$ cat src/common/irq_bank_defs.svh
`ifndef IRQ_BANK_DEFS_SVH
`define IRQ_BANK_DEFS_SVH

// ----------------------------------------
// register word indices (byte address = 4 x index)
// ----------------------------------------
`define IDX_FLAGS_TWO 3'h0
`define IDX_FLAGS_THREE 3'h1
`define IDX_EN_ONE 3'h2
`define IDX_EN_TWO 3'h3
`define IDX_EN_THREE 3'h4
`define IDX_CTRL 3'h5
`define IDX_FLAGS_ONE 3'h6

// ----------------------------------------
// implemented and writable bit masks
// ----------------------------------------
`define MASK_FLAGS_ONE 8'h03
`define MASK_FLAGS_TWO 8'hcb
`define WMASK_FLAGS_THREE 8'hcf
`define MASK_EN_ONE 8'hff
`define MASK_EN_TWO 8'hcb
`define MASK_EN_THREE 8'hff
`define MASK_CTRL 8'h07
`define REG_RESET 8'h00
`define WORD_ZERO 32'h0000_0000

// ----------------------------------------
// bit positions
// ----------------------------------------
`define F1_TMR2 1
`define F1_TMR1 0
`define F2_OSC 7
`define F2_CMP 6
`define F2_BCL1 3
`define F2_TMR3 1
`define F2_CC2 0
`define F3_SSP2 7
`define F3_BCL2 6
`define F3_RX2 5
`define F3_TX2 4
`define F3_TMR4 3
`define F3_CC3 0
`define CTRL_GROUP 0
`define CTRL_PRIO 1
`define CTRL_GLOBAL 2

`endif

$ cat src/common/irq_bank_pkg.sv
package irq_bank_pkg;

   // capture/compare unit operating mode
   typedef enum logic [1:0] {
      CC_CAPTURE = 2'b00,
      CC_COMPARE = 2'b01,
      CC_PWM = 2'b10,
      CC_OFF = 2'b11
   } cc_mode_t;

   // bus answer sequencer
   typedef enum logic {
      BUS_IDLE = 1'b0,
      BUS_DONE = 1'b1
   } bus_state_t;

   typedef struct packed {
      logic [2:0] address;
      logic read;
      logic write;
      logic [31:0] writedata;
      logic [3:0] byteenable;
   } avmm_req_t;

   typedef struct packed {
      logic [31:0] readdata;
      logic waitrequest;
   } avmm_rsp_t;

   // one-cycle event strobes from peripherals
   typedef struct packed {
      logic osc_fail;
      logic comparator_change;
      logic bus_collision_one;
      logic timer3_overflow;
      logic sync_serial_two_done;
      logic bus_collision_two;
      logic timer4_match;
      logic timer2_match;
      logic timer1_overflow;
   } periph_event_t;

   typedef struct packed {
      cc_mode_t mode;
      logic capture;
      logic match;
   } cc_event_t;

   typedef struct packed {
      bus_state_t state;
      logic [7:0] flags_one;
      logic [7:0] flags_two;
      logic [7:0] flags_three;
      logic [7:0] en_one;
      logic [7:0] en_two;
      logic [7:0] en_three;
      logic [7:0] ctrl;
      logic [31:0] readdata;
   } bank_state_t;

endpackage

$ cat src/verilog/peripheral_irq_flag_enable_bank.sv
// Added by the designer: the register offsets and the Avalon-MM register port.
`timescale 1ns/100ps
`include "irq_bank_defs.svh"

module peripheral_irq_flag_enable_bank
   import irq_bank_pkg::*;
(
   // clock and reset
   input wire logic sys_clk_i,
   input wire logic reset_n_i,
   // avalon-mm slave
   input wire logic [2:0] avs_address_i,
   input wire logic avs_read_i,
   input wire logic avs_write_i,
   input wire logic [31:0] avs_writedata_i,
   input wire logic [3:0] avs_byteenable_i,
   output logic [31:0] avs_readdata_o,
   output logic avs_waitrequest_o,
   // peripheral events
   input wire periph_event_t events_i,
   input wire cc_event_t [3:0] capcomp_i,
   input wire logic async_two_rx_full_i,
   input wire logic async_two_tx_empty_i,
   // toward the core
   output logic periph_pending_o,
   output logic periph_irq_o,
   output logic priority_mode_bit_o,
   output logic global_irq_enable_o
);

   // ----------------------------------------
   // reset release
   // ----------------------------------------
   logic [1:0] rst_sync_reg;
   logic rst_n;

   // two-stage release of the async reset
   always_ff @(posedge sys_clk_i or negedge reset_n_i) begin
      if (!reset_n_i) begin
         rst_sync_reg <= 2'b00;
      end else begin
         rst_sync_reg <= {rst_sync_reg[0], 1'b1};
      end
   end
   assign rst_n = rst_sync_reg[1];

   // ----------------------------------------
   // helpers
   // ----------------------------------------
   // byte write merge limited to writable bits
   function automatic logic [7:0] merge(
      input logic [7:0] old,
      input logic [7:0] data,
      input logic [7:0] mask
   );
      merge = (old & ~mask) | (data & mask);
   endfunction

   // unit flag source by mode
   function automatic logic cc_hit(input cc_event_t e);
      cc_hit = ((e.mode == CC_CAPTURE) && e.capture)
         || ((e.mode == CC_COMPARE) && e.match);
   endfunction

   avmm_req_t req;
   avmm_rsp_t rsp;
   bank_state_t state_reg;
   bank_state_t state_next;
   logic [3:0] cc_set;
   logic wr_go;
   logic [7:0] wbyte;
   logic [7:0] f2_set;
   logic [7:0] f3_set;
   logic [7:0] f1_set;
   logic pending;
   logic group_en;
   logic global_en;

   assign req = '{avs_address_i, avs_read_i, avs_write_i,
      avs_writedata_i, avs_byteenable_i};

   // capture/compare sources, unit 2 at index 0
   genvar gi;
   generate
      for (gi = 0; gi < 4; gi++) begin : g_cc
         assign cc_set[gi] = cc_hit(capcomp_i[gi]);
      end
   endgenerate

   // ----------------------------------------
   // event set vectors
   // ----------------------------------------
   // sets ignore enables so software may poll
   always_comb begin
      f1_set = `REG_RESET;
      f1_set[`F1_TMR2] = events_i.timer2_match;
      f1_set[`F1_TMR1] = events_i.timer1_overflow;
      f2_set = `REG_RESET;
      f2_set[`F2_OSC] = events_i.osc_fail;
      f2_set[`F2_CMP] = events_i.comparator_change;
      f2_set[`F2_BCL1] = events_i.bus_collision_one;
      f2_set[`F2_TMR3] = events_i.timer3_overflow;
      f2_set[`F2_CC2] = cc_set[0];
      f3_set = `REG_RESET;
      f3_set[`F3_SSP2] = events_i.sync_serial_two_done;
      f3_set[`F3_BCL2] = events_i.bus_collision_two;
      f3_set[`F3_TMR4] = events_i.timer4_match;
      f3_set[`F3_CC3 +: 3] = cc_set[3:1];
   end

   // a write lands at the edge that ends the wait
   assign wr_go = req.write && (state_reg.state == BUS_DONE)
      && req.byteenable[0];
   assign wbyte = req.writedata[7:0];

   // ----------------------------------------
   // next state
   // ----------------------------------------
   always_comb begin
      state_next = state_reg;
      // bus sequencer and read capture
      case (state_reg.state)
         BUS_IDLE: begin
            if (req.read || req.write) begin
               state_next.state = BUS_DONE;
            end
            if (req.read) begin
               state_next.readdata = `WORD_ZERO;
               if (req.address == `IDX_FLAGS_TWO) begin
                  state_next.readdata[7:0] = state_reg.flags_two;
               end else if (req.address == `IDX_FLAGS_THREE) begin
                  state_next.readdata[7:0] = state_reg.flags_three;
               end else if (req.address == `IDX_EN_ONE) begin
                  state_next.readdata[7:0] = state_reg.en_one;
               end else if (req.address == `IDX_EN_TWO) begin
                  state_next.readdata[7:0] = state_reg.en_two;
               end else if (req.address == `IDX_EN_THREE) begin
                  state_next.readdata[7:0] = state_reg.en_three;
               end else if (req.address == `IDX_CTRL) begin
                  state_next.readdata[7:0] = state_reg.ctrl;
               end else if (req.address == `IDX_FLAGS_ONE) begin
                  state_next.readdata[7:0] = state_reg.flags_one;
               end
            end
         end
         BUS_DONE: begin
            state_next.state = BUS_IDLE;
         end
         default: begin
            state_next.state = BUS_IDLE;
         end
      endcase
      // software writes; unmapped addresses ignored
      if (wr_go) begin
         if (req.address == `IDX_FLAGS_TWO) begin
            state_next.flags_two = merge(state_reg.flags_two, wbyte,
               `MASK_FLAGS_TWO);
         end else if (req.address == `IDX_FLAGS_THREE) begin
            state_next.flags_three = merge(state_reg.flags_three,
               wbyte, `WMASK_FLAGS_THREE);
         end else if (req.address == `IDX_EN_ONE) begin
            state_next.en_one = merge(state_reg.en_one, wbyte,
               `MASK_EN_ONE);
         end else if (req.address == `IDX_EN_TWO) begin
            state_next.en_two = merge(state_reg.en_two, wbyte,
               `MASK_EN_TWO);
         end else if (req.address == `IDX_EN_THREE) begin
            state_next.en_three = merge(state_reg.en_three, wbyte,
               `MASK_EN_THREE);
         end else if (req.address == `IDX_CTRL) begin
            state_next.ctrl = merge(state_reg.ctrl, wbyte,
               `MASK_CTRL);
         end else if (req.address == `IDX_FLAGS_ONE) begin
            state_next.flags_one = merge(state_reg.flags_one, wbyte,
               `MASK_FLAGS_ONE);
         end
      end
      // hardware sets win over a clearing write
      state_next.flags_one = state_next.flags_one | f1_set;
      state_next.flags_two = state_next.flags_two | f2_set;
      state_next.flags_three = state_next.flags_three | f3_set;
      // buffer status bits follow the serial port
      state_next.flags_three[`F3_RX2] = async_two_rx_full_i;
      state_next.flags_three[`F3_TX2] = async_two_tx_empty_i;
   end

   // ----------------------------------------
   // state register
   // ----------------------------------------
   // all flags and enables clear at reset
   always_ff @(posedge sys_clk_i or negedge rst_n) begin
      if (!rst_n) begin
         state_reg <= '0;
      end else begin
         state_reg <= state_next;
      end
   end

   // ----------------------------------------
   // request toward the core
   // ----------------------------------------
   // flags meet enables, then group and global gates
   assign pending = |(state_reg.flags_one & state_reg.en_one)
      || |(state_reg.flags_two & state_reg.en_two)
      || |(state_reg.flags_three & state_reg.en_three);
   assign group_en = state_reg.ctrl[`CTRL_GROUP];
   assign global_en = state_reg.ctrl[`CTRL_GLOBAL];
   assign periph_pending_o = pending;
   assign periph_irq_o = pending && group_en && global_en;
   assign priority_mode_bit_o = state_reg.ctrl[`CTRL_PRIO];
   assign global_irq_enable_o = global_en;

   // bus answer
   assign rsp.readdata = state_reg.readdata;
   assign rsp.waitrequest = (req.read || req.write)
      && (state_reg.state != BUS_DONE);
   assign avs_readdata_o = rsp.readdata;
   assign avs_waitrequest_o = rsp.waitrequest;

   logic wr_f1;
   logic wr_f2;
   logic wr_f3;
   assign wr_f1 = wr_go && (req.address == `IDX_FLAGS_ONE);
   assign wr_f2 = wr_go && (req.address == `IDX_FLAGS_TWO);
   assign wr_f3 = wr_go && (req.address == `IDX_FLAGS_THREE);
endmodule // peripheral_irq_flag_enable_bank
$ cat config.mk
export PLATFORM = sky130hd
export DESIGN_NAME = peripheral_irq_flag_enable_bank
export DESIGN_NICKNAME = d
export VERILOG_FILES = /design/src/common/irq_bank_pkg.sv /design/src/verilog/peripheral_irq_flag_enable_bank.sv
export VERILOG_INCLUDE_DIRS = /design/src /design/src/common
export SDC_FILE = /design/constraint.sdc
export NUM_CORES = 1
export LEC_CHECK = 0
export ABC_AREA = 1
export BUFFER_PORTS_ARGS = -buffer_cell sky130_fd_sc_hd__buf_2
export CAP_MARGIN = 5
export CORE_ASPECT_RATIO = 0.75
export CORE_MARGIN = 2
export CORE_UTILIZATION = 40
export CTS_BUF_LIST = sky130_fd_sc_hd__clkbuf_16
export DETAILED_ROUTE_END_ITERATION = 7
export GPL_TIMING_DRIVEN = 0
export PLACE_DENSITY = 0.76
export SKIP_LAST_GASP = 1
export SLEW_MARGIN = 20
export SYNTH_ARGS = -nofsm -noshare
export SYNTH_HDL_FRONTEND = slang
export SYNTH_SLANG_ARGS = --single-unit
$ cat constraint.sdc
create_clock -name sys_clk_i -period 1.8 [get_ports sys_clk_i]
set_input_delay 0.27 -clock sys_clk_i [delete_from_list [all_inputs] [get_ports sys_clk_i]]
set_output_delay 0.27 -clock sys_clk_i [all_outputs]
set_load 0.01 [all_outputs]
# --- Word-level counts from Yosys, hierarchy flattened ---
# Cells that the tools add are included.
# Widths: inputs -> output; s select.
op_classes:
  add_sub_neg: 0
  mul: 0
  n_div: 0
  order_cmp: 0
  eq_ne: 10
  n_shift: 0
  n_mux: 28
  n_bitwise: 17
  reduce_logical: 33
ops:
  columns: ["op", "n"]
  rows:
  - ["$mux 8", 21]
  - ["$mux 56", 1]
  - ["$mux 40", 1]
  - ["$mux 32", 1]
  - ["$and 8x8->8", 3]
  - ["$mux 24", 1]
  - ["$or 6x8->8", 3]
  - ["$reduce_or 8->1", 3]
  - ["$mux 16", 1]
  - ["$or 8x2->8", 2]
  - ["$or 8x8->8", 2]
  - ["$logic_and 1x1->1", 13]
  - ["$eq 3x3->1 const B", 3]
  - ["$eq 2x1->1 const B", 4]
  - ["$logic_not 2->1", 4]
  - ["$or 8x3->8", 1]
  - ["$logic_or 1x1->1", 7]
  - ["$reduce_and 7->1", 1]
  - ["$eq 3x2->1 const B", 2]
  - ["$not 1->1", 6]
  - ["$reduce_and 6->1", 1]
  - ["$reduce_and 5->1", 1]
  - ["$reduce_and 4->1", 1]
  - ["$eq 3x1->1 const B", 1]
  - ["4 further kinds", 4]
totals:
  ff_bits: 67
  latch_bits: 0
  ram_bits: 0
  mem_bits_ro: 0
  input_bits: 70
  out_inout_bits: 37
  wordCells: 98
  n_memories: 0

# --- Longest topological paths before layout ---
logic_depth:
  word_depth: 10
  ltp_mapped: 9
  mapped_depth_nobuf: 8

# --- Worst setup path after synthesis ---
# OpenSTA, ideal clock, no wires.
synth_timing:
  path_kind: "input to register"
  startpoint: "input avs_address_i[2]"
  endpoint: "register state_reg[62] (netlist name)"
  arrival_ps: 1100
  setup_slack_ps: 580
  path_stages: 8
  n_path_buf: 2
  path_cell_list: "buf_4 > inv_4 > nand2_2 > nor2_4 > nand2_4 > buf_6 > nand2_2 > o21ai_2"
synth_between:
  elab_chain_len: 3
  elab_cells_between_ends: 6
  classes_between: "eq/ne (2); bitwise (2); reduce/logical (2)"
synth_lines:
  columns: ["element", "line", "rtl"]
  rows:
  - ["start, declared", "peripheral_irq_flag_enable_bank.sv:12", "input wire logic [2:0] avs_address_i,"]
  - ["$eq 3x1->1 (no line) / $logic_not 3->1 (equally long branches)", null, null]
  - ["$not 1->1 (no line)", null, null]
  - ["$reduce_and 4->1 (no line) *", null, null]
  - ["end signal, assigned", "peripheral_irq_flag_enable_bank.sv:195", "state_reg <= state_next;"]
  - ["end, declared", "peripheral_irq_flag_enable_bank.sv:67", "bank_state_t state_reg;"]
# Mark *: on every way between the ends. The rest lies on a longest branch, timed or not.
# A chain may end at the register's enable or synchronous reset.

# --- Worst setup path in the final report ---
layout_timing:
  startpoint: "register state_reg[67] (netlist name)"
  endpoint: "output periph_pending_o"
layout_between:
  elab_chain_len: 3
layout_lines:
  columns: ["element", "line", "rtl"]
  rows:
  - ["$and 8x8->8", "peripheral_irq_flag_enable_bank.sv:205", "|| |(state_reg.flags_three & state_reg.en_three);"]
  - ["$reduce_or 8->1", "peripheral_irq_flag_enable_bank.sv:205", null]
  - ["$logic_or 1x1->1", "peripheral_irq_flag_enable_bank.sv:205", null]
  - ["end, declared", "peripheral_irq_flag_enable_bank.sv:25", "output logic periph_pending_o,"]
# Every way passes these cells.

==> summary.md <==
For the final antenna-violating net count, the log shows 0. Among all flip-flop cells after synthesis, the most frequent one is dfrtp_1. CTS placed an instance of clkbuf_16 at the clock tree root. The post-route clock period utilization came out at 0.922. The run gives 0 as the count of final max-slew check failures.

The net count reported at finish is 512. The antenna diode count is 0. The endpoint class of the critical path is an output port. The run gives 2 as the number of buffers on the longest clock path.

The logs give 0.509 for the final design utilization and 0.463 for the sequential fraction of design power. After synthesis, the largest family of logic cells by area is simple AND/OR/NAND/NOR gates. Type of origin of the critical path: a flip-flop.

The share of layout cells above drive strength 1 is 0.300, and the share of synthesized area spent on multiplexers is 0. The H-tree was split into 2 levels. Summed over all nets, the switching power comes to 950 uW. Using the TritonRoute via totals, the vias-per-cell ratio works out to 4.65. The number of antenna violations at the first check in global routing came out at 0. The setup violation total in the final timing report was 0; the final-layout fill cell count was 682. Slew at the pin closest to its max-slew limit: 0.584 ns.

nand2_1 is the most common cell in the netlist. The latest clock arrival within the worst-skew pair came out at 0.29 ns. For the via count of the routed design, the log shows 2450. The total of max-cap violations was 0.

Summing every instance area after synthesis gives 2830 sq um. The run gives 2346 as the via count of the first global-routing pass. The count of different cell masters after synthesis was 23; the number of I/O port buffers was 54. The clock-pin transition on the worst setup and hold timing paths was 0.07 ns. For the final database, setup skew stands at 0.00985 ns.

The floorplan step set the die width to 101 um. Yosys printed 0 warnings. Buffers added to address setup during post-CTS repair amount to 0.

The simple-gate area share of the yosys netlist is 0.265, and the core region area is 6830 sq um. Synthesis produced 356 cells. By count the netlist is led by nand2_1 (100), dfrtp_1 (50), inv_1 (38), buf_4 (33), o21ai_0 (24). Detailed placement ended at an HPWL of 5.16 mm. The area share of fa/ha/maj cells after synthesis works out to 0. Before antenna repair, the detailed router went through 8 iterations.

The site row count is 26, and the count of flip-flops with a built-in enable after synthesis is 0. For the proportion of power drawn by the clock network, the log shows 0.301. Setup repair after global routing left no endpoint under its margin.

The xor/xnor cell area share of the yosys netlist was 0. The worst hold slack after final layout was 0.0862 ns; the area of the die was 7770 sq um. Die span in y: 76.8 um.

The final instance area came out at 3480 sq um. The number of hold violations in the final report was 0; the total CTS buffers was 5. The peak ir drop on the vdd network came out at 0.000483 V. The total global-route track usage was 0.180. The total overflow left after global routing is 0. Of all nets on the critical path, the largest fanout is 3. The tools report the count of unresolved DRC violations after routing as 0. After synthesis, the mean cell area works out to 7.95 sq um. The area added between synthesis and finish was 22.9%; the last weighted congestion value of the routability-driven placer was 0.869.

The data required time of the critical path is 1.53 ns, and the number of flip-flops under the largest register name is 37. The share of the synthesized area in compound gates (AO/OA/AOI/OAI) was 0.130. The cell taking the most area after synthesis is dfrtp_1.

The initial cell density of the core was 0.414; the detailed router's first-iteration violation count was 133. Leakage power figure: 1.84 nW. The worst setup path is of the flip-flop to output port kind. The final layout contains routed wiring with a total length of 6.67 mm. The sequential element share of the synthesized area came out at 0.442. The logs give 0.603 GHz for the maximum frequency from static timing analysis and 50 for the total clock sinks. The flip-flop and latch count after synthesis was 50; the placed instance area was 3320 sq um.

The worst min-delay path class is primary input to flip-flop. The wire length of the first global-routing pass came out at 11.0 mm. Setup slack closes at 0.141 ns. The total internal power was 2.14 mW; the proportion of netlist area held by the largest area contributor was 0.442.

The run gives 0.236 as the logic gate share of total power. Areal power density over the cells: 890 nW/um^2. After synthesis, the cell types taking the most area are dfrtp_1 (44%), nand2_1 (13%), buf_4 (8.8%). The worst path in the final design needs a cycle of 1.66 ns, including I/O delays and setup. The flow ran to the end, and the final reports show no timing, DRC or antenna violations. The fraction of registers with async set/reset works out to 1.00. TritonCTS built the clock tree.

Data arrives at the worst endpoint at 1.39 ns. The tools report the total I/O pin count as 107. The per-cell routed wire length works out to 12.6 um. The switching part of the total power works out to 0.307.

The headroom to the max-slew limit is 0.610. The run gives 0.220 ns as the placement-stage worst setup slack. Entering global routing, the biggest net connects 26 pins.
## worst paths after layout
check	start	end	slack, ns	cells after the start
setup reg to reg	state_reg[88]	avs_readdata_o[0]	0.40	6
setup / recovery	state_reg[67]	periph_pending_o	0.14	7
max in group asynchronous	rst_sync_reg[1]	state_reg[72]	0.99	1
hold / removal	async_two_rx_full_i	state_reg[69]	0.09	1
min in group asynchronous	rst_sync_reg[1]	state_reg[43]	0.27	0
hold reg to reg	rst_sync_reg[1]	state_reg[43]	0.27	0
## kinds of logic (layout without fill, tap and decap cells)
kind of cell | after synthesis | in the layout
flip-flops | 50 | 50
buffers and inverters | 80 | 144
AO/OA/AOI/OAI | 65 | 65
other | 2 | 25
AND/OR/NAND/NOR | 159 | 159
## timing repair
action | in CTS | in global routing
resized for setup | 0 | 1
hold buffers | 1 | 0
hold endpoints to repair | 2 | 0
setup endpoints to repair | 0 | 1
## worst max-delay path, stage by stage, from the launching register on
cell	delay, ns
dfrtp_1	0.40
nand2_1	0.07
nand2_1	0.06
nor2_1	0.14
nand2_1	0.10
nor2_1	0.15
inv_1	0.05
buf_2	0.13
## area by class of cell
cell class                      count  area (sq um)  share of cell area
Buffer                             36           282              0.0810
Sequential cell                    50          1250               0.360
Timing Repair Buffer               56           308              0.0886
Clock inverter                      3          18.8             0.00540
Multi-Input combinational cell    249          1210               0.350
Tap cell                           84           105              0.0302
Inverter                           44           170              0.0490
Clock buffer                        5           125              0.0360
## metal layers
layer / part of all wire / global-route usage / vias up
met4: 0.0048 / 0.0338 / 0
met3: 0.079 / 0.0419 / 4
met1: 0.45 / 0.254 / 1120
met5: 0 / 0 / -
li1: - / - / 1245
met2: 0.47 / 0.285 / 81
## metrics by stage
step	TNS, ns	total power, mW	cells
5_1_grt	0	3.29	527
6_report	0	3.09	527
3_3_place_gp	-10.91	2.14	517
4_1_cts	0	3.11	527
3_5_place_dp	0	2.18	518
2_1_floorplan	0	1.94	379
## layout by cell type (no fill, tap or decap)
master,netlist,routed
buf_2,0,54
dfrtp_1,50,49
conb_1,2,25
inv_2,4,4
inv_4,2,2
inv_1,38,39
o21ai_2,8,8
nand2_2,5,5
clkinvlp_4,0,2
nor2_2,0,1
nor2_4,7,7
clkbuf_16,0,5
dfrtp_2,0,1
nor2_1,23,22
nand3b_1,1,1
buf_6,3,3
dlygate4sd3_1,0,1
a21oi_1,23,23
nand4_1,4,4
o21ai_1,5,5
nand3_2,1,1
nand3_4,3,3
o21ai_0,24,24
nand3_1,12,12
or2_2,2,2
nand2_1,100,100
nand2_4,1,1
o211ai_1,5,5
buf_4,33,33
buf_16,0,1
## power by group through the flow
stage	registers, mW	clock network, mW	logic (mW)
after floorplan	1.43	0	0.506
after global placement	1.45	0	0.689
after detailed placement	1.45	0	0.725
after CTS	1.43	0.947	0.731
after global routing	1.46	1.00	0.825
final	1.43	0.931	0.730
Power figures use the tool's default switching activity.
